File: src/design/pin_mux_pkg.sv
// Constants for the port 1 / port 2 pin-function multiplexer.
// Assumes an APB slave with 32-bit data, one register per aligned word.
package pin_mux_pkg;
   localparam logic [11:0] PORT1_MODE_SELECT_OFS = 12'h000;
   localparam logic [11:0] PORT1_DIRECTION_OFS = 12'h004;
   localparam logic [11:0] PORT1_DATA_OFS = 12'h008;
   localparam logic [11:0] PORT2_DIRECTION_OFS = 12'h00C;
   localparam logic [11:0] PORT2_OUTPUT_DATA_OFS = 12'h010;
   localparam logic [11:0] SERIAL_CTRL_OFS = 12'h014;
   // Port 1 mode select fields
   localparam int MS_INT3_BIT = 7;
   localparam int MS_INT0_BIT = 4;
   localparam int MS_TXD_BIT = 1;
   localparam logic [7:0] MODE_SELECT_MASK = 8'h92;
   // Serial control register fields (channel A drives P20/P21, channel B drives P12)
   localparam int SC_CLKEN_LO_A = 0;
   localparam int SC_CLKEN_HI_A = 1;
   localparam int SC_COM_A = 2;
   localparam int SC_RXEN_A = 3;
   localparam int SC_CLKEN_LO_B = 4;
   localparam int SC_CLKEN_HI_B = 5;
   localparam int SC_COM_B = 6;
   localparam logic [7:0] SERIAL_CTRL_MASK = 8'h7F;
   localparam logic [7:0] PORT1_MASK = 8'hF7;
   localparam logic [7:0] PORT2_MASK = 8'h07;
   localparam logic [7:0] PORT1_RESERVED_ONES = 8'h08;
   localparam logic [7:0] PORT2_RESERVED_ONES = 8'hF8;
   localparam logic [7:0] RESET_VALUE = 8'h00;
endpackage

File: src/design/pin_mux.sv
// Port 1 / port 2 pin-function multiplexer with APB register access.
// Assumes pin inputs are asynchronous; on-chip serial/interrupt logic shares clk.
// Pin drive is combinational so serial functions see no extra delay on the way out.
//
// Design decisions made here: the APB interface to the registers and the register offsets.
module pin_mux
(
   input wire logic clk, // 10 MHz system clock
   input wire logic rst_n, // Asynchronous reset, active low
   input wire logic psel, // APB select
   input wire logic penable, // APB enable
   input wire logic pwrite, // APB direction
   input wire logic [11:0] paddr, // APB byte address
   input wire logic [31:0] pwdata, // APB write data
   output logic [31:0] prdata, // APB read data
   output logic pready, // APB ready
   output logic pslverr, // APB error on unmapped address
   input wire logic [7:0] port1PinIn, // Port 1 pin levels
   output logic [7:0] port1PinOut, // Port 1 pin drive value
   output logic [7:0] port1PinOe, // Port 1 pin output enable
   input wire logic [2:0] port2PinIn, // Port 2 pin levels
   output logic [2:0] port2PinOut, // Port 2 pin drive value
   output logic [2:0] port2PinOe, // Port 2 pin output enable
   input wire logic txData, // Serial transmit data to P22
   output logic rxData, // Serial receive data from P21
   input wire logic serialClockOut, // Serial clock to drive on P20
   output logic serialClockIn, // Serial clock sampled from P20
   input wire logic serialClockOutCh3, // Third channel clock to drive on P12
   output logic serialClockInCh3, // Third channel clock sampled from P12
   output logic extInterrupt3, // P17 level to interrupt 3
   output logic timerTriggerIn, // P17 level to timer trigger
   output logic extInterrupt0 // P14 level to interrupt 0
);
   typedef struct packed {
      logic [7:0] modeSelect;
      logic [7:0] p1Dir;
      logic [7:0] p1Data;
      logic [7:0] p2Dir;
      logic [7:0] p2Data;
      logic [7:0] serialCtrl;
      logic [31:0] rdata;
      logic [10:0] sync1;
      logic [10:0] sync2;
   } state_t;

   state_t s_reg;
   state_t s_next;
   logic [7:0] p1Live;
   logic [2:0] p2Live;
   logic [7:0] p1Rd;
   logic [7:0] p2Rd;
   logic mapped;
   logic p20ClkIn;
   logic p20ClkOut;
   logic p12ClkIn;
   logic p12ClkOut;
   logic txSel;
   logic rxSel;
   logic int3Sel;
   logic int0Sel;

   // Serial clock pin role from clock enables and sync mode
   function automatic logic [1:0] clkRole(logic enHi, logic enLo, logic syncMode);
      // [1]=input role, [0]=output role; the high enable wins so an external
      // clock can never fight an internally generated one
      clkRole = {enHi, ~enHi & (enLo | syncMode)};
   endfunction

   // Read mux: latched data for outputs, live level for inputs
   function automatic logic [7:0] portRead(logic [7:0] dir, logic [7:0] data, logic [7:0] pin);
      portRead = (dir & data) | (~dir & pin);
   endfunction

   // True for every implemented register offset
   function automatic logic isMapped(logic [11:0] addr);
      case (addr)
         pin_mux_pkg::PORT1_MODE_SELECT_OFS,
         pin_mux_pkg::PORT1_DIRECTION_OFS,
         pin_mux_pkg::PORT1_DATA_OFS,
         pin_mux_pkg::PORT2_DIRECTION_OFS,
         pin_mux_pkg::PORT2_OUTPUT_DATA_OFS,
         pin_mux_pkg::SERIAL_CTRL_OFS: isMapped = 1'b1;
         default: isMapped = 1'b0;
      endcase
   endfunction

   // Bit 3 of port 1 has no pin; its slot in the synchroniser is a constant 0
   assign p1Live = {s_reg.sync2[10:7], 1'b0, s_reg.sync2[6:4]};
   assign p2Live = s_reg.sync2[2:0];
   assign txSel = s_reg.modeSelect[pin_mux_pkg::MS_TXD_BIT];
   assign rxSel = s_reg.serialCtrl[pin_mux_pkg::SC_RXEN_A];
   assign int3Sel = s_reg.modeSelect[pin_mux_pkg::MS_INT3_BIT];
   assign int0Sel = s_reg.modeSelect[pin_mux_pkg::MS_INT0_BIT];
   assign {p20ClkIn, p20ClkOut} = clkRole(s_reg.serialCtrl[pin_mux_pkg::SC_CLKEN_HI_A],
      s_reg.serialCtrl[pin_mux_pkg::SC_CLKEN_LO_A],
      s_reg.serialCtrl[pin_mux_pkg::SC_COM_A]);
   assign {p12ClkIn, p12ClkOut} = clkRole(s_reg.serialCtrl[pin_mux_pkg::SC_CLKEN_HI_B],
      s_reg.serialCtrl[pin_mux_pkg::SC_CLKEN_LO_B],
      s_reg.serialCtrl[pin_mux_pkg::SC_COM_B]);
   assign p1Rd = (portRead(s_reg.p1Dir, s_reg.p1Data, p1Live) & pin_mux_pkg::PORT1_MASK)
      | pin_mux_pkg::PORT1_RESERVED_ONES;
   assign p2Rd = (portRead(s_reg.p2Dir, s_reg.p2Data, {5'h00, p2Live})
      & pin_mux_pkg::PORT2_MASK) | pin_mux_pkg::PORT2_RESERVED_ONES;
   assign mapped = isMapped(paddr);

   always_comb
   begin
      s_next = s_reg;
      // Port 1 pins 7..4 and 2..0 occupy sync bits 10..4, port 2 pins bits 2..0
      s_next.sync1[10:7] = port1PinIn[7:4];
      s_next.sync1[6:4] = port1PinIn[2:0];
      s_next.sync1[3] = 1'b0;
      s_next.sync1[2:0] = port2PinIn;
      s_next.sync2 = s_reg.sync1;
      // Read data is captured in the setup cycle so prdata is a flop output in access
      if (psel && !penable && !pwrite)
      begin
         case (paddr)
            pin_mux_pkg::PORT1_MODE_SELECT_OFS: s_next.rdata = {24'h000000, s_reg.modeSelect};
            pin_mux_pkg::PORT1_DATA_OFS: s_next.rdata = {24'h000000, p1Rd};
            pin_mux_pkg::PORT2_OUTPUT_DATA_OFS: s_next.rdata = {24'h000000, p2Rd};
            pin_mux_pkg::SERIAL_CTRL_OFS: s_next.rdata = {24'h000000, s_reg.serialCtrl};
            // Direction registers are write-only: software must keep its own copy
            pin_mux_pkg::PORT1_DIRECTION_OFS: s_next.rdata = 32'h00000000;
            pin_mux_pkg::PORT2_DIRECTION_OFS: s_next.rdata = 32'h00000000;
            // Unmapped offsets read as zero alongside the error response
            default: s_next.rdata = 32'h00000000;
         endcase
      end
      if (psel && penable && pwrite)
      begin
         case (paddr)
            pin_mux_pkg::PORT1_MODE_SELECT_OFS:
               s_next.modeSelect = pwdata[7:0] & pin_mux_pkg::MODE_SELECT_MASK;
            pin_mux_pkg::PORT1_DIRECTION_OFS:
               s_next.p1Dir = pwdata[7:0] & pin_mux_pkg::PORT1_MASK;
            pin_mux_pkg::PORT1_DATA_OFS:
               s_next.p1Data = pwdata[7:0] & pin_mux_pkg::PORT1_MASK;
            pin_mux_pkg::PORT2_DIRECTION_OFS:
               s_next.p2Dir = pwdata[7:0] & pin_mux_pkg::PORT2_MASK;
            pin_mux_pkg::PORT2_OUTPUT_DATA_OFS:
               s_next.p2Data = pwdata[7:0] & pin_mux_pkg::PORT2_MASK;
            pin_mux_pkg::SERIAL_CTRL_OFS:
               s_next.serialCtrl = pwdata[7:0] & pin_mux_pkg::SERIAL_CTRL_MASK;
            default: s_next.rdata = s_reg.rdata;
         endcase
      end
   end

   // Reset clears every field, so all pins start as inputs
   always_ff @(posedge clk or negedge rst_n)
   begin
      if (!rst_n)
         s_reg <= '0;
      else
         s_reg <= s_next;
   end

   // Every access completes in its first access cycle; no wait states
   assign pready = 1'b1;
   assign pslverr = psel && penable && !mapped;
   assign prdata = s_reg.rdata;

   // Port 2 pins: alternate functions win over direction bits
   always_comb
   begin
      port2PinOut = s_reg.p2Data[2:0];
      port2PinOe = s_reg.p2Dir[2:0];
      // Transmit data takes P22 whatever its direction bit says
      if (txSel)
      begin
         port2PinOut[2] = txData;
         port2PinOe[2] = 1'b1;
      end
      if (rxSel)
         port2PinOe[1] = 1'b0;
      if (p20ClkIn)
         port2PinOe[0] = 1'b0;
      else if (p20ClkOut)
      begin
         port2PinOut[0] = serialClockOut;
         port2PinOe[0] = 1'b1;
      end
   end

   // Port 1 pins
   // P16, P15, P11 and P10 have no alternate function and keep the plain direction bit
   always_comb
   begin
      port1PinOut = s_reg.p1Data & pin_mux_pkg::PORT1_MASK;
      port1PinOe = s_reg.p1Dir & pin_mux_pkg::PORT1_MASK;
      if (int3Sel)
         port1PinOe[7] = 1'b0;
      if (int0Sel)
         port1PinOe[4] = 1'b0;
      if (p12ClkIn)
         port1PinOe[2] = 1'b0;
      else if (p12ClkOut)
      begin
         port1PinOut[2] = serialClockOutCh3;
         port1PinOe[2] = 1'b1;
      end
   end

   // Function inputs rest at their inactive level while the pin is ordinary I/O;
   // hand a pin over while it sits at that level or the function sees a false edge
   always_comb
   begin
      rxData = 1'b1;
      serialClockIn = 1'b1;
      serialClockInCh3 = 1'b1;
      extInterrupt3 = 1'b1;
      timerTriggerIn = 1'b0;
      extInterrupt0 = 1'b1;
      if (rxSel)
         rxData = p2Live[1];
      if (p20ClkIn)
         serialClockIn = p2Live[0];
      if (p12ClkIn)
         serialClockInCh3 = p1Live[2];
      if (int3Sel)
      begin
         extInterrupt3 = p1Live[7];
         timerTriggerIn = p1Live[7];
      end
      if (int0Sel)
         extInterrupt0 = p1Live[4];
   end
endmodule

File: config.mk
export PLATFORM = sky130hd
export DESIGN_NAME = pin_mux
export DESIGN_NICKNAME = d
export VERILOG_FILES = /design/src/design/pin_mux_pkg.sv /design/src/design/pin_mux.sv
export SDC_FILE = /design/constraint.sdc
export NUM_CORES = 1
export LEC_CHECK = 0
export ABC_AREA = 1
export CORE_ASPECT_RATIO = 0.6
export CORE_MARGIN = 1.5
export CORE_UTILIZATION = 30
export CTS_CLUSTER_SIZE = 14
export DETAILED_ROUTE_END_ITERATION = 10
export DONT_BUFFER_PORTS = 1
export PLACE_DENSITY = 0.44
export SLEW_MARGIN = 40
export SYNTH_ARGS = -nofsm -noshare
export SYNTH_HDL_FRONTEND = slang
export SYNTH_SLANG_ARGS = --single-unit
export TNS_END_PERCENT = 20
File: constraint.sdc
create_clock -name clk -period 0.8 [get_ports clk]
set_input_delay 0.04 -clock clk [delete_from_list [all_inputs] [get_ports clk]]
set_output_delay 0.04 -clock clk [all_outputs]
set_load 0.005 [all_outputs]
## After elaboration in Yosys (flattened, before gate mapping)

Index checks and enable logic that the tools add are counted.

| storage, ports and cells | value |
|---|---|
| flip-flop bits (word level) | 82 |
| input bits | 63 |
| output and inout port bits | 62 |
| word-level logic and storage cells | 69 |

| cells by class | value |
|---|---|
| equality and inequality tests | 6 |
| mux-type cells | 24 |
| bitwise operators | 14 |
| reductions and logical operators | 16 |

Operators with widths:

| cell | count |
|---|---|
| $mux W32 | 3 |
| $pmux W8 S4 | 1 |
| $eq A12 B4 Y1 const B | 2 |
| $eq A12 B5 Y1 const B | 2 |
| $mux W1 | 20 |
| $and A8 B8 Y8 | 2 |
| $eq A12 B3 Y1 const B | 1 |
| $logic_not A12 Y1 | 1 |
| $reduce_and A2 Y1 | 6 |
| $not A8 Y8 | 1 |
| $or A8 B8 Y8 | 1 |
| $and A3 B3 Y3 | 2 |
| $reduce_or A6 Y1 | 1 |
| $logic_and A1 B1 Y1 | 5 |
| $logic_not A1 Y1 | 3 |
| $not A3 Y3 | 1 |
| $or A3 B3 Y3 | 1 |
| $and A1 B1 Y1 | 2 |
| $ne A2 B2 Y1 const B | 1 |
| $not A1 Y1 | 2 |
| $or A1 B1 Y1 | 2 |

## Depth between registers and ports, before layout

| depth | value |
|---|---|
| depth after elaboration | 7 |
| gate-level depth with buffers | 8 |
| depth with buffers taken out | 8 |

## Worst setup path after synthesis

No wires, ideal clock.

| timing | value |
|---|---|
| path kind | input-to-reg |
| start point | in paddr[11] |
| end point | reg s_reg (netlist bit port1PinOut[1]) |
| library setup time | 0.124 ns |
| arrival | 0.876 ns |
| required time | 0.676 ns |
| slack | -0.200 ns |
| stages on the path | 7 |
| buffers on the path | 1 |
| path through | nor2_1 -> nand2_2 -> nor2_8 -> nand4_2 -> buf_2 -> nand2_1 -> o21ai_1 |

| between the ends | value |
|---|---|
| longest elaborated chain between the ends | 2 |

Ends and longest elaborated chain:

| element | line | source |
|---|---|---|
| start: declaration | pin_mux.sv:13 | `input wire logic [11:0] paddr,` |
| $eq A12 B4 Y1 | pin_mux.sv:132 | `case (paddr)` |
| $reduce_and A2 Y1 (no source line) | n/a |  |
| end signal: assignment | pin_mux.sv:156 | `s_reg <= s_next;` |
| end: declaration | pin_mux.sv:46 | `state_t s_reg;` |

Every way passes these cells.
A chain may end at the register's enable or synchronous reset.

## Worst setup path after layout

| timing | value |
|---|---|
| start point | reg s_reg[58] (netlist name) |
| end point | out port1PinOut[2] |

| between the ends | value |
|---|---|
| longest elaborated chain between the ends | 4 |

Ends and longest elaborated chain:

| element | line | source |
|---|---|---|
| $or A1 B1 Y1 | pin_mux.sv:66 | `clkRole = {enHi, ~enHi & (enLo \| syncMode)};` |
| $and A1 B1 Y1 | pin_mux.sv:66 |  |
| $mux W1 | pin_mux.sv:198 | `else if (p12ClkOut)` |
| $mux W1 | pin_mux.sv:196 | `if (p12ClkIn)` |
| end: declaration | pin_mux.sv:19 | `output logic [7:0] port1PinOut,` |

Every way passes these cells.

==> flow_summary_export.csv <==
group,metric,value,unit
outcome,status,"complete, but fails checks",
outcome,violations,"negative hold slack, negative setup slack",
sta,timing.fmax,802,MHz
layout,fin_nets,468,
run,drv_cap,0,
setup_path,critPathKind,"reg2out",
setup_path,crit_start,"s_reg[58]",
setup_path,regToRegSetupSlack,-240,ps
synthesis,yosys.area.top_type,"dfrtp_1",
setup_path,rr_endpoint,"prdata[1]",
setup_path,cpMaxStageDelayCell,"dfrtp_1",
sta,whs,-593,ps
pwr,switching_share,21.9,%
layout,register_area,1450,um^2
floorplan,fp.dieArea,10300,um^2
global_routing,grt_first_pass_wirelength,11800,um
detailed_routing,first_pass_iters,4,
detailed_routing,drt_iter0_markers,88,
place,place_area,3360,um^2
global_routing,track_usage,15.7,%
cts,cts-root-buf,"clkbuf_16",
synthesis,syn_area,2910,um^2
synthesis,syn_inst,334,
global_routing,first_global_vias,2162,
place,place_congestion,0.727,
floorplan,core-area,9290,um^2
sta,setup_ws,-447,ps
cts,clk_path_buf_depth,2,
synthesis,yosysWarnings,0,
cts,clock_sinks,58,
setup_path,r2r-start,"port1PinOe[1]",
layout,fillerInstances,952,
pwr,p_switching,1.50,mW
sta,tns,-6770,ps
synthesis,synth_area_leaders,"dfrtp_1 (50%), buf_4 (12%), nand2_1 (11%)",
pwr,seqPwrFrac,44.1,%
detailed_routing,via_per_inst,4.31,
pwr,p_leak,2.11,nW
cts,path_clk_slew,50,ps
synthesis,synth_top_area_share,49.9,%
worst_hold_path,hp-class,"in2async",
cts,numCtsBuffers,9,
setup_path,end_kind,"output pin",
setup_path,path_cells,"nor2_2 > nor2_2 > mux2_4",
layout,largest_reg_flops,14,
layout,fin_area,4160,um^2
pwr,pwr-share-clk,50.3,%
floorplan,initial_core_util,31.3,%
synthesis,ys_seq_area_share,49.9,%
setup_path,cpMostUsedCell,"nor2_2",
sta,finalHoldViolCount,58,
global_routing,grt_max_degree,59,
floorplan,dieWidth,130,um
floorplan,chipHeight,79.2,um
cts,cts_tree,"built",
sta,layout_min_cycle_time,1250,ps
detailed_routing,ant_nets,0,
setup_path,start_kind,"flop",
global_routing,overflow,0,
layout,multi_input_area,1310,um^2
setup_path,worstPathRequired,760,ps
place,dp_hpwl,5460,um
pwr,p_comb_share,5.5,%
pwr,ir_drop,1.06,mV
sta,grt_setup_unrepaired,"yes",
floorplan,row_count,27,
sta,slew_viol_final,0,
cts,cts_hold_buf,17,
setup_path,cp_max_fo,3,
sta,setup_viol,43,
cts,insertion_delay,330,ps
floorplan,num_io_pins,125,
sta,skew,4.26,ps
layout,antenna_cells,0,
pwr,power.density,1640,nW/um^2
detailed_routing,routed_wirelength,7330,um
setup_path,cp_data_arrival_time,1210,ps
detailed_routing,wl_per_cell,13.6,um
layout,syn_to_final_growth,43.1,%
synthesis,synth_seq_cells,58,
synthesis,syn_avg_cell_area,8.70,um^2
place,numPortBuffers,0,
setup_path,slowest_delay,390,ps
layout,utilization,44.8,%
sta,fin_crit_sh,156,%
pwr,internal-power,5.33,mW
global_routing,antenna_found_initial,0,
cts,htree_levels,3,
synthesis,ys_types,23,
detailed_routing,via_count,2326,
detailed_routing,drcViolationCount,0,
layout,drive_gt1_share,39.0,%
setup_path,r2r.worst_path.cells,6,
power by group through the flow:
stage | clock network (mW) | registers [mW] | logic [mW]
after detailed placement | 0 | 3.06 | 0.284
after global routing | 3.67 | 3.01 | 0.420
after global placement | 0 | 3.06 | 0.283
after CTS | 3.50 | 3.01 | 0.363
final | 3.43 | 3.01 | 0.378
after floorplan | 0 | 3.05 | 0.258
cells by family after synthesis:
logic type             after synthesis  share of synthesized area [%]
multiplexers                         3                           1.16
AND/OR/NAND/NOR                    150                           23.9
buffers and inverters               79                           16.6
other                                2                          0.258
flip-flops                          58                           49.9
AO/OA/AOI/OAI                       42                           8.14
Yosys cell counts:
cell      n
or2_2     1
inv_1    29
a31o_2    1
nand4_2   2
nor2_4    3
dfrtp_1  58
buf_4    47
nand4_1   2
o21ai_0  21
nand2_2   4
nor2_8    1
nand3_1  23
nor2_1   18
conb_1    2
nand2_1  87
mux2_2    3
o21ai_1  14
o21ai_2   6
buf_6     1
nor3_1    4
nor3_2    3
nor2_2    2
buf_2     2
routing by layer:
metal | share of wire (%) | GRT usage [%] | wire length, um | vias to the layer above
met3 | 9.9 | 6.67 | 728 | 8
met2 | 38 | 19.2 | 2810 | 86
li1 | - | - | - | 1142
met1 | 50 | 23.9 | 3700 | 1090
met5 | 0 | 0 | 0 | -
met4 | 1.2 | 5.33 | 89 | 0
area by class of cell:
cell class | count | share of cell area, %
Clock buffer | 13 | 6.02
Clock inverter | 3 | 0.361
Tap cell | 130 | 3.91
Multi-Input combinational cell | 222 | 31.6
Inverter | 29 | 2.71
Timing Repair Buffer | 85 | 20.5
Sequential cell | 58 | 34.9
layout by cell type (no fill, tap or decap), drive strengths merged:
cell type    Yosys  routed
a31o             1       1
nand3           23      23
nand4            4       4
clkbuf           0      13
o21ai           41      41
inv             29      28
nand2           91      91
or2              1       1
mux2             3       3
conb             2      27
nor2            24      24
nor3             7       7
dfrtp           58      58
clkinvlp         0       1
clkinv           0       3
dlygate4sd3      0      17
buf             50      68
worst max path at each step:
stage	end	slack [ps]	depth (start not counted)
after floorplan	s_reg[58]	-130	7
after global placement	prdata[1]	-420	6
after detailed placement	prdata[1]	-430	6
after CTS	port1PinOut[2]	-480	3
after global routing	port1PinOut[2]	-490	3
final	port1PinOut[2]	-450	3
repair_timing:
item                                    4_1_cts  5_1_grt
endpoints found under the setup margin       41       56
pin swaps                                    30       25
buffers inserted                              4        6
resized for setup                            71       37
gates cloned                                  0        0
endpoints found under the hold margin        88       58
worst max-delay path, delay by kind of cell, from the launching register on:
family | cells | cell delay, ps
flops | 1 | 390
mux | 1 | 320
simple gates | 2 | 170
metrics by stage:
| step | std cells | setup slack (ps) | total power [mW] |
|---|---|---|---|
| 4_1_cts | 536 | -479 | 6.87 |
| 5_1_grt | 540 | -486 | 7.11 |
| 2_1_floorplan | 359 | -133 | 3.31 |
| 6_report | 540 | -447 | 6.82 |
| 3_5_place_dp | 501 | -432 | 3.34 |
| 3_3_place_gp | 501 | -423 | 3.34 |
Power figures use the tool's default switching activity.
